<file path="src/loop_code_pkg.sv">
// shared constants and carrier types of the loop-code and fifo-limit status block
package loop_code_pkg;

  // register map, byte addresses on the axi4-lite slave
  localparam int ADDR_W = 4;
  localparam logic [ADDR_W-1:0] OFS_STATUS = 4'h0;
  localparam logic [ADDR_W-1:0] OFS_CONTROL = 4'h4;
  localparam logic [ADDR_W-1:0] OFS_IRQ_STATUS = 4'h8;
  localparam logic [ADDR_W-1:0] OFS_IRQ_MASK = 4'hc;

  // field positions: fifo-limit and loop-code shared by status, irq status and irq mask, mode bits in control
  localparam int BIT_FIFO_LIMIT = 5;
  localparam int BIT_UNUSED = 4;
  localparam int BIT_LOOP_CODE = 3;
  localparam int BIT_REMOTE_LOOP = 2;
  localparam int BIT_MODE_HI = 1;
  localparam int BIT_MODE_LO = 0;
  localparam logic [7:0] IRQ_BITS_MASK = 8'h28;
  localparam logic [7:0] CONTROL_MASK = 8'h03;
  localparam logic [7:0] RESET_BYTE = 8'h00;
  localparam logic [1:0] RESP_OKAY = 2'h0;
  localparam logic [1:0] RESP_SLVERR = 2'h2;

  // loop-detect mode codes {hi, lo}
  localparam logic [1:0] MODE_OFF = 2'h0;
  localparam logic [1:0] MODE_MAN_UP = 2'h1;
  localparam logic [1:0] MODE_MAN_DOWN = 2'h2;
  localparam logic [1:0] MODE_AUTO = 2'h3;

  // loop codes, oldest bit in the msb
  localparam int UP_LEN = 5;
  localparam int DOWN_LEN = 3;
  localparam logic [UP_LEN-1:0] PAT_UP = 5'h01;
  localparam logic [DOWN_LEN-1:0] PAT_DOWN = 3'h1;

  // timing
  localparam int unsigned CLK_HZ = 200_000_000;
  localparam int unsigned HOLD_TIME_S = 5;
  localparam int unsigned HOLD_CYCLES_DEF = HOLD_TIME_S * CLK_HZ;
  localparam int CNT_W = 32;

  // jitter attenuator fifo pointers
  localparam int JA_PTR_W = 5;
  localparam logic [JA_PTR_W-1:0] JA_NEAR_LIMIT = 5'h03;

  typedef struct packed {
    logic [JA_PTR_W-1:0] wr;
    logic [JA_PTR_W-1:0] rd;
  } ja_ptr_s;

  typedef enum logic [4:0] {
    ST_OFF = 5'h01,
    ST_MAN_UP = 5'h02,
    ST_MAN_DOWN = 5'h04,
    ST_AUTO_WAIT = 5'h08,
    ST_AUTO_LOOP = 5'h10
  } loop_state_e;

endpackage : loop_code_pkg

</file>
<file path="src/loop_pattern_watch.sv">
// watches the received bit stream for a repeating loop code and times how long it lasts
`timescale 1ns/10ps
`default_nettype none
module loop_pattern_watch
  import loop_code_pkg::*;
#(
  parameter int unsigned HOLD_CYCLES = HOLD_CYCLES_DEF
) (
  input wire logic clk,
  input wire logic rst,
  input wire logic bit_en,
  input wire logic bit_val,
  input wire logic want_down,
  input wire logic restart,
  output logic present,
  output logic held
);

  // a window of one code length cannot tell 00100 of the loop-up stream from the loop-down stream,
  // so both codes are judged over eight bits, where their ones are spaced apart differently
  localparam int WIN_LEN = UP_LEN + DOWN_LEN;
  localparam int UP_REP = 3;
  localparam int DOWN_REP = 4;
  logic [WIN_LEN-1:0] win_q;
  logic [CNT_W-1:0] cnt_q;
  logic [UP_LEN-1:0] up_hit;
  logic [DOWN_LEN-1:0] down_hit;
  logic match;
  // enough copies that every phase of the code has a whole window
  localparam logic [UP_REP*UP_LEN-1:0] UP_DUP = {UP_REP{PAT_UP}};
  localparam logic [DOWN_REP*DOWN_LEN-1:0] DOWN_DUP = {DOWN_REP{PAT_DOWN}};
  localparam logic [CNT_W-1:0] HOLD_LIM = HOLD_CYCLES[CNT_W-1:0];

  // the code repeats, so any phase of it in the window counts as a hit
  for (genvar i = 0; i < UP_LEN; i++) begin : g_up
    assign up_hit[i] = (win_q == UP_DUP[i +: WIN_LEN]);
  end
  for (genvar j = 0; j < DOWN_LEN; j++) begin : g_down
    assign down_hit[j] = (win_q == DOWN_DUP[j +: WIN_LEN]);
  end

  assign match = want_down ? |down_hit : |up_hit;
  assign present = match;
  // "longer than" the hold time: one cycle past the limit
  assign held = match && (cnt_q == HOLD_LIM);

  always_ff @(posedge clk) begin
    if (rst) begin
      win_q <= '0;
    end else if (bit_en) begin
      win_q <= {win_q[WIN_LEN-2:0], bit_val};
    end
  end

  // saturating timer, cleared whenever the code breaks or the watched code changes
  always_ff @(posedge clk) begin
    if (rst || restart || !match) begin
      cnt_q <= '0;
    end else if (cnt_q != HOLD_LIM) begin
      cnt_q <= cnt_q + 1'b1;
    end
  end

endmodule : loop_pattern_watch
`default_nettype wire

</file>
<file path="src/loop_code_status.sv">
// loop-code detection and fifo-limit status of one receive channel, with axi4-lite registers
// Notes on behaviour
// - fifo-limit flag high while jitter fifo pointers are within three positions.
// - every rise and fall of the fifo-limit flag raises its interrupt when enabled.
// - the unused status bit between the two flags always reads zero.
// - manual loop-up mode sets loop flag after 00001 persists over five seconds.
// - manual loop-up flag follows the pattern, clears at once; transitions interrupt.
// - manual loop-down mode sets loop flag after 001 persists over five seconds.
// - manual loop-down flag follows the pattern, clears at once; transitions interrupt.
// - entering automatic mode clears the loop flag and watches for loop-up.
// - automatic: loop-up over five seconds sets flag, remote loop-back, watch loop-down.
// - automatic: flag stays high throughout remote loop-back, whatever the line sends.
// - loop-down code or leaving automatic mode ends remote loop-back, clearing the flag with interrupt.
//
// Design decisions made here: the register addresses and the AXI4-Lite slave port.
`timescale 1ns/10ps
`default_nettype none
module loop_code_status
  import loop_code_pkg::*;
#(
  parameter int unsigned HOLD_CYCLES = HOLD_CYCLES_DEF
) (
  input wire logic CLK,
  input wire logic RST,
  input wire logic RX_DATA,
  input wire logic RX_STROBE,
  input wire loop_code_pkg::ja_ptr_s JA_PTRS,
  input wire logic [loop_code_pkg::ADDR_W-1:0] S_AXI_AWADDR,
  input wire logic S_AXI_AWVALID,
  output logic S_AXI_AWREADY,
  input wire logic [31:0] S_AXI_WDATA,
  input wire logic [3:0] S_AXI_WSTRB,
  input wire logic S_AXI_WVALID,
  output logic S_AXI_WREADY,
  output logic [1:0] S_AXI_BRESP,
  output logic S_AXI_BVALID,
  input wire logic S_AXI_BREADY,
  input wire logic [loop_code_pkg::ADDR_W-1:0] S_AXI_ARADDR,
  input wire logic S_AXI_ARVALID,
  output logic S_AXI_ARREADY,
  output logic [31:0] S_AXI_RDATA,
  output logic [1:0] S_AXI_RRESP,
  output logic S_AXI_RVALID,
  input wire logic S_AXI_RREADY,
  output logic IRQ,
  output logic REMOTE_LOOPBACK
);
  import loop_code_pkg::*;
  ////////////////////////////////////////////////////////////////////////////
  // line input synchroniser
  logic [1:0] rx_s1_q;
  logic [1:0] rx_s2_q;
  logic strobe_s3_q;
  logic bit_en;
  logic bit_val;

  always_ff @(posedge CLK) begin
    if (RST) begin
      rx_s1_q <= '0;
      rx_s2_q <= '0;
      strobe_s3_q <= 1'b0;
    end else begin
      rx_s1_q <= {RX_STROBE, RX_DATA};
      rx_s2_q <= rx_s1_q;
      strobe_s3_q <= rx_s2_q[1];
    end
  end

  // data and strobe travel through the same stages, so the data is stable at the edge
  assign bit_en = rx_s2_q[1] && !strobe_s3_q;
  assign bit_val = rx_s2_q[0];

  ////////////////////////////////////////////////////////////////////////////
  // fifo limit
  logic [JA_PTR_W-1:0] ja_fwd;
  logic [JA_PTR_W-1:0] ja_back;
  logic fifo_flag_d;
  logic fifo_flag_q;

  assign ja_fwd = JA_PTRS.wr - JA_PTRS.rd;
  assign ja_back = JA_PTRS.rd - JA_PTRS.wr;
  assign fifo_flag_d = (ja_fwd <= JA_NEAR_LIMIT) || (ja_back <= JA_NEAR_LIMIT);

  always_ff @(posedge CLK) begin
    if (RST) begin
      fifo_flag_q <= 1'b0;
    end else begin
      fifo_flag_q <= fifo_flag_d;
    end
  end

  ////////////////////////////////////////////////////////////////////////////
  // loop-code state machine
  logic [1:0] mode_q;
  loop_state_e state_q;
  loop_state_e state_d;
  loop_state_e mode_state;
  logic want_down;
  logic restart;
  logic pat_present;
  logic pat_held;
  logic loop_flag_d;
  logic loop_flag_q;
  logic remote_loop_d;
  logic remote_loop_q;

  assign mode_state = (mode_q == MODE_MAN_UP) ? ST_MAN_UP :
                      (mode_q == MODE_MAN_DOWN) ? ST_MAN_DOWN :
                      (mode_q == MODE_AUTO) ? ST_AUTO_WAIT : ST_OFF;

  always_comb begin
    state_d = state_q;
    case (state_q)
      ST_OFF, ST_MAN_UP, ST_MAN_DOWN: begin
        state_d = mode_state;
      end
      ST_AUTO_WAIT: begin
        if (mode_q != MODE_AUTO) begin
          state_d = mode_state;
        end else if (pat_held) begin
          state_d = ST_AUTO_LOOP;
        end
      end
      ST_AUTO_LOOP: begin
        if (mode_q != MODE_AUTO) begin
          state_d = mode_state;
        end else if (pat_present) begin
          state_d = ST_AUTO_WAIT;
        end
      end
      default: begin
        state_d = ST_OFF;
      end
    endcase
  end

  // only the auto loop and manual loop-down states watch for the loop-down code
  assign want_down = (state_q == ST_MAN_DOWN) || (state_q == ST_AUTO_LOOP);
  assign restart = (state_d != state_q);

  always_comb begin
    loop_flag_d = 1'b0;
    case (state_d)
      ST_MAN_UP, ST_MAN_DOWN: begin
        loop_flag_d = pat_held && !restart;
      end
      ST_AUTO_LOOP: begin
        loop_flag_d = 1'b1;
      end
      default: begin
        loop_flag_d = 1'b0;
      end
    endcase
  end

  assign remote_loop_d = (state_d == ST_AUTO_LOOP);

  always_ff @(posedge CLK) begin
    if (RST) begin
      state_q <= ST_OFF;
      loop_flag_q <= 1'b0;
      remote_loop_q <= 1'b0;
    end else begin
      state_q <= state_d;
      loop_flag_q <= loop_flag_d;
      remote_loop_q <= remote_loop_d;
    end
  end

  loop_pattern_watch #(
    .HOLD_CYCLES(HOLD_CYCLES)
  ) u_watch (
    .clk(CLK),
    .rst(RST),
    .bit_en(bit_en),
    .bit_val(bit_val),
    .want_down(want_down),
    .restart(restart),
    .present(pat_present),
    .held(pat_held)
  );

  ////////////////////////////////////////////////////////////////////////////
  // axi4-lite slave
  logic [ADDR_W-1:0] awaddr_q;
  logic [7:0] wbyte_q;
  logic wstrb0_q;
  logic aw_full_q;
  logic w_full_q;
  logic awready_q;
  logic wready_q;
  logic bvalid_q;
  logic [1:0] bresp_q;
  logic arready_q;
  logic rvalid_q;
  logic [1:0] rresp_q;
  logic [31:0] rdata_q;
  logic aw_take;
  logic w_take;
  logic do_write;
  logic wr_hit;
  logic ar_take;
  logic rd_hit;
  logic [7:0] rd_byte;
  logic wr_ctrl;
  logic wr_istat;
  logic wr_mask;

  assign aw_take = S_AXI_AWVALID && awready_q;
  assign w_take = S_AXI_WVALID && wready_q;
  assign do_write = aw_full_q && w_full_q && !bvalid_q;
  assign wr_hit = awaddr_q inside {OFS_STATUS, OFS_CONTROL, OFS_IRQ_STATUS, OFS_IRQ_MASK};
  // every field lives in the low byte, so only lane 0 carries a write
  assign wr_ctrl = do_write && wstrb0_q && (awaddr_q == OFS_CONTROL);
  assign wr_istat = do_write && wstrb0_q && (awaddr_q == OFS_IRQ_STATUS);
  assign wr_mask = do_write && wstrb0_q && (awaddr_q == OFS_IRQ_MASK);
  assign ar_take = S_AXI_ARVALID && arready_q;

  always_ff @(posedge CLK) begin
    if (RST) begin
      awaddr_q <= '0;
      aw_full_q <= 1'b0;
      awready_q <= 1'b1;
    end else if (aw_take) begin
      awaddr_q <= S_AXI_AWADDR;
      aw_full_q <= 1'b1;
      awready_q <= 1'b0;
    end else if (bvalid_q && S_AXI_BREADY) begin
      aw_full_q <= 1'b0;
      awready_q <= 1'b1;
    end
  end

  always_ff @(posedge CLK) begin
    if (RST) begin
      wbyte_q <= RESET_BYTE;
      wstrb0_q <= 1'b0;
      w_full_q <= 1'b0;
      wready_q <= 1'b1;
    end else if (w_take) begin
      wbyte_q <= S_AXI_WDATA[7:0];
      wstrb0_q <= S_AXI_WSTRB[0];
      w_full_q <= 1'b1;
      wready_q <= 1'b0;
    end else if (bvalid_q && S_AXI_BREADY) begin
      w_full_q <= 1'b0;
      wready_q <= 1'b1;
    end
  end

  always_ff @(posedge CLK) begin
    if (RST) begin
      bvalid_q <= 1'b0;
      bresp_q <= RESP_OKAY;
    end else if (do_write) begin
      bvalid_q <= 1'b1;
      bresp_q <= wr_hit ? RESP_OKAY : RESP_SLVERR;
    end else if (S_AXI_BREADY) begin
      bvalid_q <= 1'b0;
    end
  end

  ////////////////////////////////////////////////////////////////////////////
  // registers and interrupt
  logic [7:0] irq_stat_q;
  logic [7:0] irq_stat_d;
  logic [7:0] irq_mask_q;
  logic [7:0] irq_set;
  logic [7:0] status_byte;

  assign irq_set[BIT_FIFO_LIMIT] = (fifo_flag_d != fifo_flag_q);
  assign irq_set[BIT_LOOP_CODE] = (loop_flag_d != loop_flag_q);
  assign irq_set[7:6] = '0;
  assign irq_set[4] = 1'b0;
  assign irq_set[2:0] = '0;
  // a change in the same cycle as the clearing write stays pending
  assign irq_stat_d = (irq_stat_q & ~(wr_istat ? wbyte_q : RESET_BYTE)) | irq_set;

  always_ff @(posedge CLK) begin
    if (RST) begin
      mode_q <= MODE_OFF;
      irq_mask_q <= RESET_BYTE;
      irq_stat_q <= RESET_BYTE;
      IRQ <= 1'b0;
    end else begin
      if (wr_ctrl) begin
        mode_q <= wbyte_q[BIT_MODE_HI:BIT_MODE_LO];
      end
      if (wr_mask) begin
        irq_mask_q <= wbyte_q & IRQ_BITS_MASK;
      end
      irq_stat_q <= irq_stat_d;
      IRQ <= |(irq_stat_d & irq_mask_q);
    end
  end

  always_comb begin
    status_byte = RESET_BYTE;
    status_byte[BIT_FIFO_LIMIT] = fifo_flag_q;
    status_byte[BIT_UNUSED] = 1'b0;
    status_byte[BIT_LOOP_CODE] = loop_flag_q;
    status_byte[BIT_REMOTE_LOOP] = remote_loop_q;
  end

  assign rd_hit = S_AXI_ARADDR inside {OFS_STATUS, OFS_CONTROL, OFS_IRQ_STATUS, OFS_IRQ_MASK};
  assign rd_byte = (S_AXI_ARADDR == OFS_STATUS) ? status_byte :
                   (S_AXI_ARADDR == OFS_CONTROL) ? {6'h00, mode_q} :
                   (S_AXI_ARADDR == OFS_IRQ_STATUS) ? irq_stat_q :
                   (S_AXI_ARADDR == OFS_IRQ_MASK) ? irq_mask_q : RESET_BYTE;

  always_ff @(posedge CLK) begin
    if (RST) begin
      arready_q <= 1'b1;
      rvalid_q <= 1'b0;
      rresp_q <= RESP_OKAY;
      rdata_q <= '0;
    end else if (ar_take) begin
      arready_q <= 1'b0;
      rvalid_q <= 1'b1;
      rresp_q <= rd_hit ? RESP_OKAY : RESP_SLVERR;
      rdata_q <= {24'h000000, rd_byte};
    end else if (rvalid_q && S_AXI_RREADY) begin
      arready_q <= 1'b1;
      rvalid_q <= 1'b0;
    end
  end

  assign S_AXI_AWREADY = awready_q;
  assign S_AXI_WREADY = wready_q;
  assign S_AXI_BVALID = bvalid_q;
  assign S_AXI_BRESP = bresp_q;
  assign S_AXI_ARREADY = arready_q;
  assign S_AXI_RVALID = rvalid_q;
  assign S_AXI_RRESP = rresp_q;
  assign S_AXI_RDATA = rdata_q;
  assign REMOTE_LOOPBACK = remote_loop_q;

endmodule : loop_code_status
`default_nettype wire

</file>
<file path="config.mk">
export PLATFORM = sky130hd
export DESIGN_NAME = loop_code_status
export DESIGN_NICKNAME = d
export VERILOG_FILES = /design/src/loop_code_pkg.sv /design/src/loop_pattern_watch.sv /design/src/loop_code_status.sv
export SDC_FILE = /design/constraint.sdc
export NUM_CORES = 1
export LEC_CHECK = 0
export ABC_AREA = 1
export BUFFER_PORTS_ARGS = -buffer_cell sky130_fd_sc_hd__buf_2
export CAP_MARGIN = 5
export CORE_AREA = 2 2 131 133
export DETAILED_ROUTE_END_ITERATION = 8
export DIE_AREA = 0 0 133 135
export GPL_ROUTABILITY_DRIVEN = 0
export SLEW_MARGIN = 10
export SYNTH_ARGS = -nofsm -noshare
export SYNTH_HDL_FRONTEND = slang
export SYNTH_SLANG_ARGS = --single-unit
</file>
<file path="constraint.sdc">
create_clock -name CLK -period 5 [get_ports CLK]
set_input_delay 0.5 -clock CLK [delete_from_list [all_inputs] [get_ports CLK]]
set_output_delay 0.5 -clock CLK [all_outputs]
set_load 0.05 [all_outputs]
</file>
# After elaboration in Yosys (flattened, before gate mapping)
# Index checks and enable logic that the tools add are counted.
[op_classes] addsub=3 magnitude_cmp=2 eq_ne=31 n_mux=29 bitwise=4 n_reduce_logical=35
[ops] cell="$add A32 B1 Y32 const B" n=1
[ops] cell="$eq A32 B30 Y1 const B" n=1
[ops] cell="$mux W8" n=4
[ops] cell="$ne A32 B30 Y1 const B" n=1
[ops] cell="$mux W5" n=4
[ops] cell="$eq A4 B4 Y1 const B" n=4
[ops] cell="$eq A8 B6 Y1 const B" n=2
[ops] cell="$eq A8 B7 Y1 const B" n=2
[ops] cell="$eq A8 B8 Y1 const B" n=2
[ops] cell="$pmux W5 S3" n=1
[ops] cell="$logic_and A1 B1 Y1" n=14
[ops] cell="$mux W1" n=13
[ops] cell="$mux W4" n=3
[ops] cell="$eq A5 B2 Y1 const B" n=2
[ops] cell="$eq A5 B3 Y1 const B" n=2
[ops] cell="$eq A5 B5 Y1 const B" n=2
[ops] cell="$le A5 B2 Y1 const B" n=2
[ops] cell="$sub A5 B5 Y5" n=2
[ops] cell="$and A8 B6 Y8" n=1
[ops] cell="$and A8 B8 Y8" n=1
[ops] cell="$eq A4 B3 Y1 const B" n=2
[ops] cell="$eq A8 B4 Y1 const B" n=1
[ops] cell="$eq A8 B5 Y1 const B" n=1
[ops] cell="$logic_not A4 Y1" n=2
[ops] cell="20 further kinds" n=34
[word_totals] regBits=98 output_inout_bits=43 word_cells=130

# Logic depth before layout (Yosys ltp)
# Gate-level depths: netlist of run 1.
[depth] ltp_word=15 ltp_mapped=19 mapped_depth_nobuf=19

# Cells and area by module
# Synthesis of run 1 repeated with hierarchy kept, for this count alone.
[unflattened] cells_unflattened=763 area_unflattened_um2=5253.8
[by_module_without_submodules] module="loop_code_status" n_inst=1 cells_each=414 area_each_um2=2960.3 seq_area_each_um2=1121.1
[by_module_without_submodules] module="loop_pattern_watch" n_inst=1 cells_each=349 area_each_um2=2293.4 seq_area_each_um2=800.8

# Worst setup path after synthesis of run 1
# OpenSTA, ideal clock, no wires.
[synth_path] path_kind="reg-to-reg" from="reg u_watch.cnt_q[0]" to="reg u_watch.cnt_q[30]" arrival_ns=1.946 path_slack_ns=2.934 stages_incl_launch_ff=15 period_less_slack_ns=2.066 path_cell_list="dfxtp_1 > ha_1 > nand3_1 > nor3_4 > nand4_1 > inv_1 > nand3_1 > nor2_1 > nand3_1 > inv_1 > nand2_1 > nor2_4 > nand3_1 > o211ai_1 > a21oi_1"
[synth_between] elab_chain_cells=8 word_cells_on_any_way=10
[synth_rtl] item="from (decl)" line="loop_pattern_watch.sv:25" text="logic [CNT_W-1:0] cnt_q;"
[synth_rtl] item="from (signal assigned)" line="loop_pattern_watch.sv:60" text="cnt_q <= cnt_q + 1'b1;"
[synth_rtl] item="$eq A32 B30 Y1" line="loop_pattern_watch.sv:45" text="assign held = match && (cnt_q == HOLD_LIM);"
[synth_rtl] item="$logic_and A1 B1 Y1" line="loop_pattern_watch.sv:45"
[synth_rtl] item="$mux W5" line="loop_code_status.sv:120" text="end else if (pat_held) begin"
[synth_rtl] item="$mux W5" line="loop_code_status.sv:118" text="if (mode_q != MODE_AUTO) begin"
[synth_rtl] item="$pmux W5 S3" line="loop_code_status.sv:113" text="case (state_q)"
[synth_rtl] item="$ne A5 B5 Y1" line="loop_code_status.sv:139" text="assign restart = (state_d != state_q);"
[synth_rtl] item="$logic_or A1 B1 Y1 (2 in a row)" line="loop_pattern_watch.sv:57" text="if (rst || restart || !match) begin"
# Parallel ways exist; a longest one is shown, timed or not.
# A chain may end at the register's enable or synchronous reset.

# Worst setup path in the final report of run 1
[layout_path] from="reg state_q[1]" to="reg u_watch.cnt_q[10]"
[layout_between] elab_chain_cells=10 word_cells_on_any_way=18
[layout_rtl] item="from (decl)" line="loop_code_status.sv:95" text="loop_state_e state_q;"
[layout_rtl] item="from (signal assigned)" line="loop_code_status.sv:164" text="state_q <= state_d;"
[layout_rtl] item="$eq A5 B3 Y1 / $eq A5 B5 Y1 (equally long branches)" line="loop_code_status.sv:113, loop_code_status.sv:138"
[layout_rtl] item="$logic_or A1 B1 Y1" line="loop_code_status.sv:138" text="assign want_down = (state_q == ST_MAN_DOWN) || (state_q == ST_AUTO_LOOP);"
[layout_rtl] item="$mux W1" line="loop_pattern_watch.sv:42" text="assign match = want_down ? |down_hit : |up_hit;"
[layout_rtl] item="$logic_and A1 B1 Y1" line="loop_pattern_watch.sv:45"
[layout_rtl] item="$mux W5" line="loop_code_status.sv:120"
[layout_rtl] item="$mux W5" line="loop_code_status.sv:118"
[layout_rtl] item="$pmux W5 S3" line="loop_code_status.sv:113"
[layout_rtl] item="$ne A5 B5 Y1" line="loop_code_status.sv:139"
[layout_rtl] item="$logic_or A1 B1 Y1" line="loop_pattern_watch.sv:57"
[layout_rtl] item="$logic_or A1 B1 Y1 (*)" line="loop_pattern_watch.sv:57"
# Every way passes the cells marked *; elsewhere a longest branch is shown, timed or not.

==> report_table.html, run 1 <==
<table>
<tr><th>Metric</th><th>Value</th></tr>
<tr><th colspan="2">Floorplanning</th></tr>
<tr><td>Die H</td><td>135 um</td></tr>
<tr><td>Number of placement rows</td><td>47</td></tr>
<tr><td>Number of I/O pins</td><td>106</td></tr>
<tr><td>Total Die Area</td><td>17960 um2</td></tr>
<tr><td>Core area</td><td>16410 um2</td></tr>
<tr><td>Horizontal extent of the die</td><td>133 um</td></tr>
<tr><td>Initial Util</td><td>29.69%</td></tr>
<tr><th colspan="2">CTS</th></tr>
<tr><td>Count of clock tree sinks</td><td>96</td></tr>
<tr><td>Clock tree from TritonCTS</td><td>built</td></tr>
<tr><td>Cts hold-fix bufs</td><td>0</td></tr>
<tr><td>Post-CTS clock slew at the launch and capture registers of the worst setup and hold paths</td><td>0.07 ns</td></tr>
<tr><td>Clock root buffer</td><td>sky130_fd_sc_hd__clkbuf_16</td></tr>
<tr><td>CTS H-tree lvls</td><td>3</td></tr>
<tr><td>Clock latency on the worst-skew pair</td><td>0.34 ns</td></tr>
<tr><td>Total CTS buffers</td><td>9</td></tr>
<tr><td>Post CTS Setup Buffer Count</td><td>0</td></tr>
<tr><td>Max Root-Sink Buffers</td><td>2</td></tr>
<tr><td>Post-cts resize count</td><td>0</td></tr>
<tr><th colspan="2">Pwr</th></tr>
<tr><td>Total power divided by cell area</td><td>309.2 nW/um2</td></tr>
<tr><td>P_sw</td><td>0.4608 mW</td></tr>
<tr><td>Comb pwr share</td><td>11.9%</td></tr>
<tr><td>Largest voltage drop on the vdd net</td><td>188.3 uV</td></tr>
<tr><td>Clock group share of total power</td><td>41.0%</td></tr>
<tr><td>Total power of the final layout</td><td>1.712 mW</td></tr>
<tr><td>Switching Fraction</td><td>26.91%</td></tr>
<tr><td>Leakage</td><td>2.352 nW</td></tr>
<tr><td>Internal</td><td>1.252 mW</td></tr>
<tr><td>Sequential share of power</td><td>47.1%</td></tr>
<tr><th colspan="2">Hold path</th></tr>
<tr><td>Min-Delay Path Class</td><td>in2reg</td></tr>
<tr><td>Cell count of the worst hold path</td><td>3</td></tr>
<tr><td>Startpoint of the worst hold path</td><td>RX_DATA</td></tr>
<tr><td>Hold Crit Endpoint</td><td>rx_s1_q[0]$_SDFF_PP0_</td></tr>
<tr><th colspan="2">Synth</th></tr>
<tr><td>Leading cell type by number of instances after synthesis</td><td>sky130_fd_sc_hd__nand2_1</td></tr>
<tr><td>Most area-consuming cells after synthesis</td><td>sky130_fd_sc_hd__dfxtp_1, sky130_fd_sc_hd__nand2_1, sky130_fd_sc_hd__inv_1</td></tr>
<tr><td>Prevailing post-synth register cell</td><td>sky130_fd_sc_hd__dfxtp_1</td></tr>
<tr><td>Avg Inst Size Synth</td><td>7.132 um2</td></tr>
<tr><td>Netlist area before placement</td><td>4871 um2</td></tr>
<tr><td>Post-synthesis register bit count</td><td>96</td></tr>
<tr><td>Number of synthesis warnings</td><td>0</td></tr>
<tr><td>Async set-reset flop share out of synthesis</td><td>0%</td></tr>
<tr><td>Number of library cell types mapped by synthesis</td><td>38</td></tr>
<tr><td>Fraction of post-synthesis cell area in the top cell type by area</td><td>39.46%</td></tr>
<tr><td>Synthesized instance count</td><td>683</td></tr>
<tr><td>EDFF count, synth</td><td>0</td></tr>
<tr><td>Synth cell count leaders</td><td>sky130_fd_sc_hd__nand2_1, sky130_fd_sc_hd__dfxtp_1, sky130_fd_sc_hd__inv_1</td></tr>
<tr><td>Proportion of synthesized chip area in sequential cells</td><td>39.46%</td></tr>
<tr><td>Cell type with the largest total area after synthesis</td><td>sky130_fd_sc_hd__dfxtp_1</td></tr>
<tr><th colspan="2">STA</th></tr>
<tr><td>Sum of negative setup slack</td><td>0 ns</td></tr>
<tr><td>Clock tree skew after final layout</td><td>0.008785 ns</td></tr>
<tr><td>Post-route fraction of the period consumed by the critical path</td><td>57.37%</td></tr>
<tr><td>Finish-stage setup viols</td><td>0</td></tr>
<tr><td>Post-route worst hold slack</td><td>0.3549 ns</td></tr>
<tr><td>Final slew viol count</td><td>0</td></tr>
<tr><td>Worst Slack Setup Final</td><td>2.132 ns</td></tr>
<tr><td>RSZ-0062 raised after global routing</td><td>no</td></tr>
<tr><td>Worst max-slew margin expressed relative to the limit</td><td>27.13%</td></tr>
<tr><td>Maximum operating frequency</td><td>348.6 MHz</td></tr>
<tr><td>Final critical-path required period</td><td>2.868 ns</td></tr>
<tr><td>Final hold violations</td><td>0</td></tr>
<tr><td>Transition at the pin with the smallest max-transition slack</td><td>1.085 ns</td></tr>
<tr><th colspan="2">Worst setup path</th></tr>
<tr><td>Reg2Reg Setup Slack</td><td>2.13 ns</td></tr>
<tr><td>Cell count of the worst reg-to-reg path</td><td>10</td></tr>
<tr><td>Classification of the worst setup path</td><td>reg2reg</td></tr>
<tr><td>Critical Path End Type</td><td>flip-flop</td></tr>
<tr><td>Data arrival at the endpoint of the critical path</td><td>3.09 ns</td></tr>
<tr><td>End of the worst register-to-register path</td><td>u_watch.cnt_q[10]$_SDFFE_PP0P_</td></tr>
<tr><td>Worst Path Max Fanout</td><td>29</td></tr>
<tr><td>R2R Path Start</td><td>state_q[1]$_SDFF_PP0_</td></tr>
<tr><td>Required arrival time at the worst endpoint</td><td>5.23 ns</td></tr>
<tr><td>Critical path launch point type</td><td>flip-flop</td></tr>
<tr><th colspan="2">Cells and area</th></tr>
<tr><td>Share of post-route cells with drive strength above 1</td><td>12.52%</td></tr>
<tr><td>Final design area excluding fillers</td><td>5539 um2</td></tr>
<tr><td>Area growth syn-to-layout</td><td>13.72%</td></tr>
<tr><td>Final core area utilization</td><td>33.76%</td></tr>
<tr><td>Total inserted antenna cells</td><td>0</td></tr>
<tr><td>Final std cells w/o fill</td><td>955</td></tr>
<tr><td>Total number of nets in the final design</td><td>805</td></tr>
<tr><th colspan="2">Job</th></tr>
<tr><td>Max-cap violations</td><td>0</td></tr>
<tr><th colspan="2">Routing</th></tr>
<tr><td>Vias</td><td>4161</td></tr>
<tr><td>Final routed wirelength across all metal layers</td><td>9.577 mm</td></tr>
<tr><td>Met2 routed WL</td><td>4.462 mm</td></tr>
<tr><td>Drt pass-1 iters</td><td>4</td></tr>
<tr><td>DR iter-0 viols</td><td>210</td></tr>
<tr><td>Number of nets with antenna violations after detailed routing</td><td>0</td></tr>
<tr><td>Final routed wire length divided by cell count</td><td>10.03 um</td></tr>
<tr><td>Routed vias/inst</td><td>4.357</td></tr>
<tr><td>Number of remaining DRC errors</td><td>0</td></tr>
<tr><td>Detailed-route wire length on metal 1</td><td>4.611 mm</td></tr>
<tr><td>Max layer used</td><td>met4</td></tr>
<tr><td>Routed met3 length</td><td>430 um</td></tr>
<tr><th colspan="2">GRT</th></tr>
<tr><td>Global-route wire length before repair</td><td>16.97 mm</td></tr>
<tr><td>Global-route usage over all layers</td><td>11.27%</td></tr>
<tr><td>Largest net degree at the start of global routing</td><td>40</td></tr>
<tr><td>Initial antenna violation count</td><td>0</td></tr>
<tr><td>Global-route congestion overflow total</td><td>0</td></tr>
<tr><td>Number of global-route vias before repair</td><td>3901</td></tr>
<tr><th colspan="2">Place</th></tr>
<tr><td>Number of placed instances with taps included</td><td>939</td></tr>
<tr><td>IO buf count</td><td>52</td></tr>
<tr><td>Placed cell area</td><td>5233 um2</td></tr>
<tr><td>DP Worst Slack</td><td>2.106 ns</td></tr>
<tr><td>Half-perimeter wire length after placement</td><td>7.085 mm</td></tr>
<tr><th colspan="2">Run status</th></tr>
<tr><td>Status</td><td>completed</td></tr>
</table>
-- critical path, cell delays in order, from the launching register on --
cell and delay, ns:
sky130_fd_sc_hd__dfxtp_1 0.34, sky130_fd_sc_hd__nor2_2 0.21, sky130_fd_sc_hd__nand4_1 0.16, sky130_fd_sc_hd__nand3_1 0.20, sky130_fd_sc_hd__nand3_1 0.16, sky130_fd_sc_hd__xor2_1 0.16, sky130_fd_sc_hd__nand2_1 0.06, sky130_fd_sc_hd__nor2_1 0.13
sky130_fd_sc_hd__and3_1 0.25, sky130_fd_sc_hd__nand2_1 0.63, sky130_fd_sc_hd__a221oi_1 0.45
-- flip-flops by register name, indices dropped and copies added (netlist names), 2 cells and up --
register	count
state_q	5
u_watch.win_q	8
irq_stat_q	8
u_watch.cnt_q	32
irq_mask_q	2
wbyte_q	8
mode_q	2
rx_s1_q	2
S_AXI_RDATA	8
rx_s2_q	2
awaddr_q	4
-- cells in the final DEF (no fill, tap or decap), drive strengths merged, types with 19 or more instances in the layout --
cell	netlist	final
nand2	125	125
o21ai	50	50
nor3	19	19
buf	31	52
inv	95	97
a21oi	51	51
nor2	98	98
nand3	30	30
conb	1	26
dfxtp	96	96
-- worst max-delay path by stage --
stage / start / to / slack (ns) / depth (start not counted)
floorplan: u_watch.cnt_q[0]$_SDFFE_PP0P_ / u_watch.cnt_q[30]$_SDFFE_PP0P_ / 2.93 / 14
global placement: state_q[1]$_SDFF_PP0_ / u_watch.cnt_q[10]$_SDFFE_PP0P_ / 2.11 / 12
detailed placement: state_q[1]$_SDFF_PP0_ / u_watch.cnt_q[10]$_SDFFE_PP0P_ / 2.11 / 12
CTS: state_q[1]$_SDFF_PP0_ / u_watch.cnt_q[10]$_SDFFE_PP0P_ / 2.09 / 12
global route: u_watch.win_q[3]$_SDFFE_PP0P_ / u_watch.cnt_q[10]$_SDFFE_PP0P_ / 1.67 / 14
finish: state_q[1]$_SDFF_PP0_ / u_watch.cnt_q[10]$_SDFFE_PP0P_ / 2.13 / 10
-- power by group through the flow --
| stage | logic [mW] | registers, mW | clock network, mW |
|---|---|---|---|
| CTS | 0.205 | 0.806 | 0.726 |
| finish | 0.203 | 0.807 | 0.703 |
| detailed placement | 0.205 | 0.824 | 0 |
| global route | 0.228 | 0.810 | 0.754 |
| global placement | 0.203 | 0.823 | 0 |
| floorplan | 0.154 | 0.848 | 0 |
-- metal layers --
layer / global-route usage, % / up-vias
met5: 0 / -
li1: - / 2228
met1: 13.82 / 1854
met4: 2.867 / 0
met3: 2.853 / 6
met2: 19.78 / 73
-- layout make-up --
| type | count | area [um2] |
|---|---|---|
| Fill cell | 1763 | 10870 |
| Tap cell | 220 | 275.3 |
| Clock buffer | 11 | 242.7 |
| Timing Repair Buffer | 52 | 260.3 |
| Clock inverter | 5 | 63.81 |
| Multi-Input combinational cell | 476 | 2419 |
| Sequential cell | 96 | 1922 |
| Inverter | 95 | 356.6 |
-- cell families (layout without fill, tap and decap cells) --
family | after synthesis | after routing | synth area share [%]
xor gates and xnor gates | 18 | 18 | 3.237
other | 1 | 26 | 0.07699
DFF | 96 | 96 | 39.46
adders and majority gates | 12 | 12 | 3.391
and+or+nand+nor | 306 | 306 | 28.46
buffers and inverters | 136 | 163 | 12.82
AOI/OAI and AO/OA | 114 | 114 | 12.56
No activity file was read; power rests on OpenSTA's default activity.
==> run 2: changes to the inputs <==
==> constraint.sdc (replaced) <==
create_clock -name CLK -period 3 [get_ports CLK]
set_input_delay 0.3 -clock CLK [delete_from_list [all_inputs] [get_ports CLK]]
set_output_delay 0.3 -clock CLK [all_outputs]
set_load 0.05 [all_outputs]
==> report_table.html, run 2 (synthesized netlist as in run 1, its figures left out) <==
<table>
<tr><th>Metric</th><th>Value</th></tr>
<tr><th colspan="2">CTS</th></tr>
<tr><td>Max Root-Sink Buffers</td><td>2 (unchanged)</td></tr>
<tr><td>Post-CTS clock slew at the launch and capture registers of the worst setup and hold paths</td><td>0.07 ns (about the same)</td></tr>
<tr><td>Count of clock tree sinks</td><td>96 (unchanged)</td></tr>
<tr><td>Clock tree from TritonCTS</td><td>built</td></tr>
<tr><td>Clock latency on the worst-skew pair</td><td>0.34 ns (about the same)</td></tr>
<tr><td>Clock root buffer</td><td>sky130_fd_sc_hd__clkbuf_16</td></tr>
<tr><td>Cts hold-fix bufs</td><td>0 (unchanged)</td></tr>
<tr><td>Post-cts resize count</td><td>0 (unchanged)</td></tr>
<tr><td>Post CTS Setup Buffer Count</td><td>0 (unchanged)</td></tr>
<tr><td>CTS H-tree lvls</td><td>3 (unchanged)</td></tr>
<tr><td>Total CTS buffers</td><td>9 (unchanged)</td></tr>
<tr><th colspan="2">Floorplanning</th></tr>
<tr><td>Horizontal extent of the die</td><td>133 um (unchanged)</td></tr>
<tr><td>Core area</td><td>16410 um2 (unchanged)</td></tr>
<tr><td>Number of placement rows</td><td>47 (unchanged)</td></tr>
<tr><td>Total Die Area</td><td>17960 um2 (unchanged)</td></tr>
<tr><td>Initial Util</td><td>29.69% (unchanged)</td></tr>
<tr><td>Number of I/O pins</td><td>106 (unchanged)</td></tr>
<tr><td>Die H</td><td>135 um (unchanged)</td></tr>
<tr><th colspan="2">Place</th></tr>
<tr><td>Placed cell area</td><td>5263 um2 (+0.57%)</td></tr>
<tr><td>IO buf count</td><td>52 (unchanged)</td></tr>
<tr><td>Half-perimeter wire length after placement</td><td>7.225 mm (+2.0%)</td></tr>
<tr><th colspan="2">Routing</th></tr>
<tr><td>Vias</td><td>4146 (-0.36%)</td></tr>
<tr><td>Final routed wirelength across all metal layers</td><td>9.762 mm (+1.9%)</td></tr>
<tr><td>Number of nets with antenna violations after detailed routing</td><td>0 (unchanged)</td></tr>
<tr><td>DR iter-0 viols</td><td>210 (unchanged)</td></tr>
<tr><td>Drt pass-1 iters</td><td>4 (unchanged)</td></tr>
<tr><td>Number of remaining DRC errors</td><td>0 (unchanged)</td></tr>
<tr><td>Final routed wire length divided by cell count</td><td>10.18 um (+1.5%)</td></tr>
<tr><td>Routed vias/inst</td><td>4.323 (-0.78%)</td></tr>
<tr><th colspan="2">Worst setup path</th></tr>
<tr><td>Critical path launch point type</td><td>flip-flop</td></tr>
<tr><td>Critical Path End Type</td><td>flip-flop</td></tr>
<tr><td>Worst Path Max Fanout</td><td>6 (-79%)</td></tr>
<tr><td>Data arrival at the endpoint of the critical path</td><td>2.66 ns (-0.43 ns)</td></tr>
<tr><td>Required arrival time at the worst endpoint</td><td>3.23 ns (-2.00 ns)</td></tr>
<tr><td>Classification of the worst setup path</td><td>reg2reg</td></tr>
<tr><th colspan="2">Pwr</th></tr>
<tr><td>Total power divided by cell area</td><td>514.2 nW/um2 (+66%)</td></tr>
<tr><td>Largest voltage drop on the vdd net</td><td>392.5 uV (+110%)</td></tr>
<tr><td>Leakage</td><td>2.371 nW (+0.82%)</td></tr>
<tr><td>Total power of the final layout</td><td>2.864 mW (+67%)</td></tr>
<tr><th colspan="2">Cells and area</th></tr>
<tr><td>Max FFs per register</td><td>32 (unchanged)</td></tr>
<tr><td>Register Area</td><td>1922 um2 (unchanged)</td></tr>
<tr><td>Total inserted antenna cells</td><td>0 (unchanged)</td></tr>
<tr><td>Final design area excluding fillers</td><td>5569 um2 (+0.54%)</td></tr>
<tr><td>Area growth syn-to-layout</td><td>14.33%</td></tr>
<tr><td>Share of post-route cells with drive strength above 1</td><td>12.99% (+0.47 points)</td></tr>
<tr><td>Filler cells</td><td>1779 (+0.91%)</td></tr>
<tr><td>Total number of nets in the final design</td><td>809 (+0.50%)</td></tr>
<tr><td>Commonest non-fill, non-tap cells in the layout</td><td>sky130_fd_sc_hd__nand2_1, sky130_fd_sc_hd__dfxtp_1, sky130_fd_sc_hd__inv_1</td></tr>
<tr><td>Most common cell after layout, fill and taps aside</td><td>sky130_fd_sc_hd__nand2_1</td></tr>
<tr><td>Most flops, register</td><td>u_watch.cnt_q</td></tr>
<tr><td>Multi-input gate area</td><td>2419 um2 (unchanged)</td></tr>
<tr><th colspan="2">STA</th></tr>
<tr><td>Sum of negative setup slack</td><td>0 ns (unchanged)</td></tr>
<tr><td>Transition at the pin with the smallest max-transition slack</td><td>0.7958 ns (-0.2889 ns)</td></tr>
<tr><td>Maximum operating frequency</td><td>412.0 MHz (+18%)</td></tr>
<tr><td>Worst max-slew margin expressed relative to the limit</td><td>46.75% (+20 points)</td></tr>
<tr><td>Finish-stage setup viols</td><td>0 (unchanged)</td></tr>
<tr><td>Final slew viol count</td><td>0 (unchanged)</td></tr>
<tr><td>Final critical-path required period</td><td>2.427 ns (-0.4412 ns)</td></tr>
<tr><td>Post-route worst hold slack</td><td>0.1531 ns (-0.2018 ns)</td></tr>
<tr><td>Post-route fraction of the period consumed by the critical path</td><td>80.90% (+24 points)</td></tr>
<tr><td>Final hold violations</td><td>0 (unchanged)</td></tr>
<tr><td>RSZ-0062 raised after global routing</td><td>no</td></tr>
<tr><td>Clock tree skew after final layout</td><td>0.006786 ns (-0.001999 ns)</td></tr>
<tr><th colspan="2">Hold path</th></tr>
<tr><td>Min-Delay Path Class</td><td>in2reg</td></tr>
<tr><th colspan="2">GRT</th></tr>
<tr><td>Largest net degree at the start of global routing</td><td>30 (-25%)</td></tr>
<tr><td>Number of global-route vias before repair</td><td>3769 (-3.4%)</td></tr>
<tr><td>Global-route wire length before repair</td><td>17.06 mm (+0.48%)</td></tr>
<tr><td>Initial antenna violation count</td><td>0 (unchanged)</td></tr>
<tr><td>Global-route congestion overflow total</td><td>0 (unchanged)</td></tr>
<tr><td>Global-route usage over all layers</td><td>11.34% (+0.069 points)</td></tr>
<tr><th colspan="2">Run status</th></tr>
<tr><td>Status</td><td>completed</td></tr>
<tr><th colspan="2">Job</th></tr>
<tr><td>Max-cap violations</td><td>0 (unchanged)</td></tr>
</table>
run 2: cell types whose count changed in the layout (fill, tap and decap cells not counted), sizes merged:
cell	previous run	this run
buf	52	56
run 2: stage by stage:
stage          cells  setup WS (ns)  util (%)
2_1_floorplan    708         0.9337         -
3_3_place_gp     943         0.6267     32.07
3_5_place_dp     943         0.5822     32.07
4_1_cts          959         0.5555     33.94
5_1_grt          959         0.1874     33.94
6_report         959         0.5730     33.94
run 2: layout make-up:
cell class	count	share of cell area, %
Inverter	95	6.403
Clock inverter	5	1.146
Clock buffer	11	4.359
Multi-Input combinational cell	476	43.43
Timing Repair Buffer	56	5.212
Tap cell	220	4.943
Sequential cell	96	34.51
run 2: path summary, 6_finish.rpt:
kind / startpoint / to / slack, ns / cells past startpoint
hold reg to reg: rx_s1_q[1]$_SDFF_PP0_ / rx_s2_q[1]$_SDFF_PP0_ / 0.40 / 2
setup reg to reg: u_watch.cnt_q[1]$_SDFFE_PP0P_ / u_watch.cnt_q[30]$_SDFFE_PP0P_ / 0.57 / 14
setup / recovery: u_watch.cnt_q[1]$_SDFFE_PP0P_ / u_watch.cnt_q[30]$_SDFFE_PP0P_ / 0.57 / 14
hold / removal: RX_STROBE / rx_s1_q[1]$_SDFF_PP0_ / 0.15 / 3
run 2: critical path, cell delays in order (launching register included):
cell,delay (ns)
sky130_fd_sc_hd__dfxtp_1,0.36
sky130_fd_sc_hd__ha_1,0.20
sky130_fd_sc_hd__nand3_1,0.17
sky130_fd_sc_hd__nor3_4,0.26
sky130_fd_sc_hd__nand4_1,0.15
sky130_fd_sc_hd__inv_1,0.14
sky130_fd_sc_hd__nand3_1,0.10
sky130_fd_sc_hd__nor2_1,0.17
sky130_fd_sc_hd__nand3_1,0.12
sky130_fd_sc_hd__inv_1,0.07
sky130_fd_sc_hd__nand2_1,0.09
sky130_fd_sc_hd__nor2_4,0.14
sky130_fd_sc_hd__nand3_1,0.11
sky130_fd_sc_hd__o211ai_1,0.18
sky130_fd_sc_hd__a21oi_1,0.05
run 2: routing by layer:
layer | wire, um | vias to the layer above | global-route usage, %
li1 | - | 2243 | -
met1 | 4786 | 1828 | 14.85
met2 | 4509 | 70 | 18.74
met3 | 407 | 5 | 2.890
met4 | 58 | 0 | 2.808
met5 | 0 | - | 0
run 2: report_power, final:
group | internal, mW | leakage [nW] | total (mW) | switching (mW)
sequential | 1.32 | 0.782 | 1.34 | 0.0242
combinational | 0.0923 | 1.44 | 0.342 | 0.249
clock | 0.677 | 0.147 | 1.18 | 0.501
==> run 3: changes to the inputs <==
==> constraint.sdc (replaced) <==
create_clock -name CLK -period 2 [get_ports CLK]
set_input_delay 0.2 -clock CLK [delete_from_list [all_inputs] [get_ports CLK]]
set_output_delay 0.2 -clock CLK [all_outputs]
set_load 0.05 [all_outputs]
==> report_table.html, run 3 (synthesized netlist as in run 1, its figures left out) <==
<table>
<tr><th>Metric</th><th>Value</th></tr>
<tr><th colspan="2">CTS</th></tr>
<tr><td>Count of clock tree sinks</td><td>96 (unchanged)</td></tr>
<tr><td>Cts hold-fix bufs</td><td>0 (unchanged)</td></tr>
<tr><td>CTS H-tree lvls</td><td>3 (unchanged)</td></tr>
<tr><td>Clock latency on the worst-skew pair</td><td>0.34 ns (about the same)</td></tr>
<tr><td>Clock tree from TritonCTS</td><td>built</td></tr>
<tr><td>Max Root-Sink Buffers</td><td>2 (unchanged)</td></tr>
<tr><td>Total CTS buffers</td><td>9 (unchanged)</td></tr>
<tr><td>Post-CTS clock slew at the launch and capture registers of the worst setup and hold paths</td><td>0.07 ns (about the same)</td></tr>
<tr><td>Clock root buffer</td><td>sky130_fd_sc_hd__clkbuf_16</td></tr>
<tr><th colspan="2">Hold path</th></tr>
<tr><td>Startpoint of the worst hold path</td><td>RX_STROBE</td></tr>
<tr><td>Cell count of the worst hold path</td><td>3 (unchanged)</td></tr>
<tr><td>Min-Delay Path Class</td><td>in2reg</td></tr>
<tr><td>Hold Crit Endpoint</td><td>rx_s1_q[1]$_SDFF_PP0_</td></tr>
<tr><th colspan="2">STA</th></tr>
<tr><td>Final hold violations</td><td>0 (unchanged)</td></tr>
<tr><td>Maximum operating frequency</td><td>454.2 MHz (+10%)</td></tr>
<tr><td>Finish-stage setup viols</td><td>33 (+33)</td></tr>
<tr><td>Final slew viol count</td><td>0 (unchanged)</td></tr>
<tr><td>RSZ-0062 raised after global routing</td><td>yes</td></tr>
<tr><td>Worst Slack Setup Final</td><td>-0.2018 ns (-0.7748 ns)</td></tr>
<tr><td>Clock tree skew after final layout</td><td>0.007234 ns (+0.0004479 ns)</td></tr>
<tr><td>Transition at the pin with the smallest max-transition slack</td><td>0.5822 ns (-0.2137 ns)</td></tr>
<tr><td>Final critical-path required period</td><td>2.202 ns (-0.2252 ns)</td></tr>
<tr><td>Post-route fraction of the period consumed by the critical path</td><td>110.1% (+29 points)</td></tr>
<tr><td>Worst max-slew margin expressed relative to the limit</td><td>60.83% (+14 points)</td></tr>
<tr><th colspan="2">Cells and area</th></tr>
<tr><td>Share of post-route cells with drive strength above 1</td><td>32.00% (+19 points)</td></tr>
<tr><td>Final core area utilization</td><td>41.34% (+7.4 points)</td></tr>
<tr><td>Most common cell after layout, fill and taps aside</td><td>sky130_fd_sc_hd__nand2_1</td></tr>
<tr><td>Multi-input gate area</td><td>2699 um2 (+12%)</td></tr>
<tr><td>Total inserted antenna cells</td><td>0 (unchanged)</td></tr>
<tr><td>Max FFs per register</td><td>32 (unchanged)</td></tr>
<tr><td>Total number of nets in the final design</td><td>920 (+14%)</td></tr>
<tr><td>Final design area excluding fillers</td><td>6783 um2 (+22%)</td></tr>
<tr><td>Register Area</td><td>1943 um2 (+1.1%)</td></tr>
<tr><td>Filler cells</td><td>1670 (-6.1%)</td></tr>
<tr><td>Commonest non-fill, non-tap cells in the layout</td><td>sky130_fd_sc_hd__nand2_1, sky130_fd_sc_hd__buf_4, sky130_fd_sc_hd__inv_1</td></tr>
<tr><td>Most flops, register</td><td>u_watch.cnt_q</td></tr>
<tr><td>Area growth syn-to-layout</td><td>39.25%</td></tr>
<tr><th colspan="2">Routing</th></tr>
<tr><td>Routed vias/inst</td><td>4.255 (-1.6%)</td></tr>
<tr><td>Number of remaining DRC errors</td><td>0 (unchanged)</td></tr>
<tr><td>Met2 routed WL</td><td>5.362 mm (+19%)</td></tr>
<tr><td>Max layer used</td><td>met4</td></tr>
<tr><td>DR iter-0 viols</td><td>211 (+0.48%)</td></tr>
<tr><td>Final routed wirelength across all metal layers</td><td>11.19 mm (+15%)</td></tr>
<tr><td>Vias</td><td>4553 (+9.8%)</td></tr>
<tr><td>Drt pass-1 iters</td><td>4 (unchanged)</td></tr>
<tr><td>Number of nets with antenna violations after detailed routing</td><td>0 (unchanged)</td></tr>
<tr><td>Detailed-route wire length on metal 1</td><td>5.306 mm (+11%)</td></tr>
<tr><td>Routed met3 length</td><td>412 um (+1.2%)</td></tr>
<tr><td>Final routed wire length divided by cell count</td><td>10.46 um (+2.8%)</td></tr>
<tr><th colspan="2">GRT</th></tr>
<tr><td>Largest net degree at the start of global routing</td><td>35 (+17%)</td></tr>
<tr><td>Initial antenna violation count</td><td>0 (unchanged)</td></tr>
<tr><td>Number of global-route vias before repair</td><td>4327 (+15%)</td></tr>
<tr><td>Global-route congestion overflow total</td><td>0 (unchanged)</td></tr>
<tr><td>Global-route usage over all layers</td><td>12.50% (+1.2 points)</td></tr>
<tr><td>Global-route wire length before repair</td><td>18.89 mm (+11%)</td></tr>
<tr><th colspan="2">Floorplanning</th></tr>
<tr><td>Initial Util</td><td>29.69% (unchanged)</td></tr>
<tr><td>Horizontal extent of the die</td><td>133 um (unchanged)</td></tr>
<tr><td>Number of I/O pins</td><td>106 (unchanged)</td></tr>
<tr><td>Total Die Area</td><td>17960 um2 (unchanged)</td></tr>
<tr><td>Die H</td><td>135 um (unchanged)</td></tr>
<tr><td>Core area</td><td>16410 um2 (unchanged)</td></tr>
<tr><td>Number of placement rows</td><td>47 (unchanged)</td></tr>
<tr><th colspan="2">Pwr</th></tr>
<tr><td>Internal</td><td>3.194 mW (+53%)</td></tr>
<tr><td>P_sw</td><td>1.197 mW (+54%)</td></tr>
<tr><td>Leakage</td><td>3.007 nW (+27%)</td></tr>
<tr><td>Switching Fraction</td><td>27.26% (+0.21 points)</td></tr>
<tr><td>Comb pwr share</td><td>13.7% (+1.8 points)</td></tr>
<tr><td>Total power divided by cell area</td><td>647.3 nW/um2 (+26%)</td></tr>
<tr><td>Largest voltage drop on the vdd net</td><td>494.5 uV (+26%)</td></tr>
<tr><td>Sequential share of power</td><td>45.8% (-1.1 points)</td></tr>
<tr><td>Clock group share of total power</td><td>40.5% (-0.6 points)</td></tr>
<tr><th colspan="2">Worst setup path</th></tr>
<tr><td>Cell count of the worst reg-to-reg path</td><td>15 (+1)</td></tr>
<tr><td>Critical Path End Type</td><td>flip-flop</td></tr>
<tr><td>Classification of the worst setup path</td><td>reg2reg</td></tr>
<tr><td>Data arrival at the endpoint of the critical path</td><td>2.44 ns (-0.22 ns)</td></tr>
<tr><td>End of the worst register-to-register path</td><td>u_watch.cnt_q[31]$_SDFFE_PP0P_</td></tr>
<tr><td>Critical path launch point type</td><td>flip-flop</td></tr>
<tr><td>Required arrival time at the worst endpoint</td><td>2.23 ns (-1.00 ns)</td></tr>
<tr><td>R2R Path Start</td><td>u_watch.cnt_q[0]$_SDFFE_PP0P_</td></tr>
<tr><td>Reg2Reg Setup Slack</td><td>-0.20 ns (-0.77 ns)</td></tr>
<tr><td>Worst Path Max Fanout</td><td>3 (-3)</td></tr>
<tr><th colspan="2">Run status</th></tr>
<tr><td>Status</td><td>finished with violations</td></tr>
<tr><td>Failing checks</td><td>negative setup slack</td></tr>
<tr><th colspan="2">Place</th></tr>
<tr><td>IO buf count</td><td>52 (unchanged)</td></tr>
<tr><td>Placed cell area</td><td>5936 um2 (+13%)</td></tr>
<tr><td>Half-perimeter wire length after placement</td><td>7.934 mm (+9.8%)</td></tr>
<tr><th colspan="2">Job</th></tr>
<tr><td>Max-cap violations</td><td>0 (unchanged)</td></tr>
</table>
-- run 3: power by group through the flow --
stage               Combinational (mW)  Sequential, mW  Clock (mW)
finish                           0.602            2.01        1.78
global route                     0.664            2.02        1.89
CTS                              0.590            2.01        1.83
detailed placement               0.551            2.06           0
global placement                 0.547            2.06           0
floorplan                        0.384            2.12           0
-- run 3: worst max-delay path by stage --
stage,startpoint,to,slack (ns)
detailed placement,u_watch.cnt_q[0]$_SDFFE_PP0P_,u_watch.cnt_q[31]$_SDFFE_PP0P_,-0.19
finish,u_watch.cnt_q[0]$_SDFFE_PP0P_,u_watch.cnt_q[31]$_SDFFE_PP0P_,-0.20
global route,u_watch.cnt_q[0]$_SDFFE_PP0P_,u_watch.cnt_q[31]$_SDFFE_PP0P_,-0.37
CTS,u_watch.cnt_q[1]$_SDFFE_PP0P_,u_watch.cnt_q[31]$_SDFFE_PP0P_,-0.14
floorplan,u_watch.cnt_q[1]$_SDFFE_PP0P_,u_watch.cnt_q[30]$_SDFFE_PP0P_,-0.03
global placement,u_watch.cnt_q[1]$_SDFFE_PP0P_,u_watch.cnt_q[28]$_SDFFE_PP0P_,-0.19
-- run 3: cell type report --
cell class | instances | share of cell area, %
sequential | 96 | 28.65
clock inverter | 5 | 0.9408
clock buffer | 11 | 3.579
tap | 220 | 4.058
inverter | 95 | 5.331
timing repair buffer | 167 | 17.65
multi-input combinational | 476 | 39.79
-- run 3: critical path, cell delays in order (launching register included) --
cell,delay (ns)
sky130_fd_sc_hd__dfxtp_4,0.36
sky130_fd_sc_hd__inv_4,0.04
sky130_fd_sc_hd__nor2_4,0.11
sky130_fd_sc_hd__nand2_2,0.08
sky130_fd_sc_hd__nor2_4,0.13
sky130_fd_sc_hd__nand2_2,0.09
sky130_fd_sc_hd__nor3_4,0.22
sky130_fd_sc_hd__nand2_2,0.10
sky130_fd_sc_hd__nor3_4,0.22
sky130_fd_sc_hd__nand2_2,0.09
sky130_fd_sc_hd__nor2_4,0.14
sky130_fd_sc_hd__nand3_4,0.10
sky130_fd_sc_hd__nor3_4,0.18
sky130_fd_sc_hd__nand2_2,0.10
sky130_fd_sc_hd__nor2_2,0.10
sky130_fd_sc_hd__nor3_2,0.05
-- run 3: layer usage --
| layer | vias to the layer above | GRT usage [%] |
|---|---|---|
| li1 | 2457 | - |
| met2 | 63 | 22.02 |
| met3 | 12 | 2.928 |
| met4 | 0 | 3.047 |
| met5 | - | 0 |
| met1 | 2021 | 15.45 |
-- run 3: stage by stage --
step | setup TNS (ns) | std cells | hold slack [ns] | total power, mW | setup slack (ns)
3_3_place_gp | -2.644 | 1027 | 0.3972 | 2.604 | -0.1877
2_1_floorplan | -0.04641 | 708 | 0.3070 | 2.505 | -0.02957
5_1_grt | -8.323 | 1070 | 0.06883 | 4.578 | -0.3718
6_report | -2.252 | 1070 | 0.05834 | 4.391 | -0.2018
3_5_place_dp | -3.515 | 1027 | 0.3948 | 2.608 | -0.1868
4_1_cts | -0.5517 | 1058 | 0.04571 | 4.430 | -0.1356
-- run 3: what timing repair did --
action,4_1_cts,5_1_grt
gates cloned,2,0
pin swaps,14,21
endpoints found under the setup margin,33,35
buffers inserted,13,12
gates resized for setup,57,28
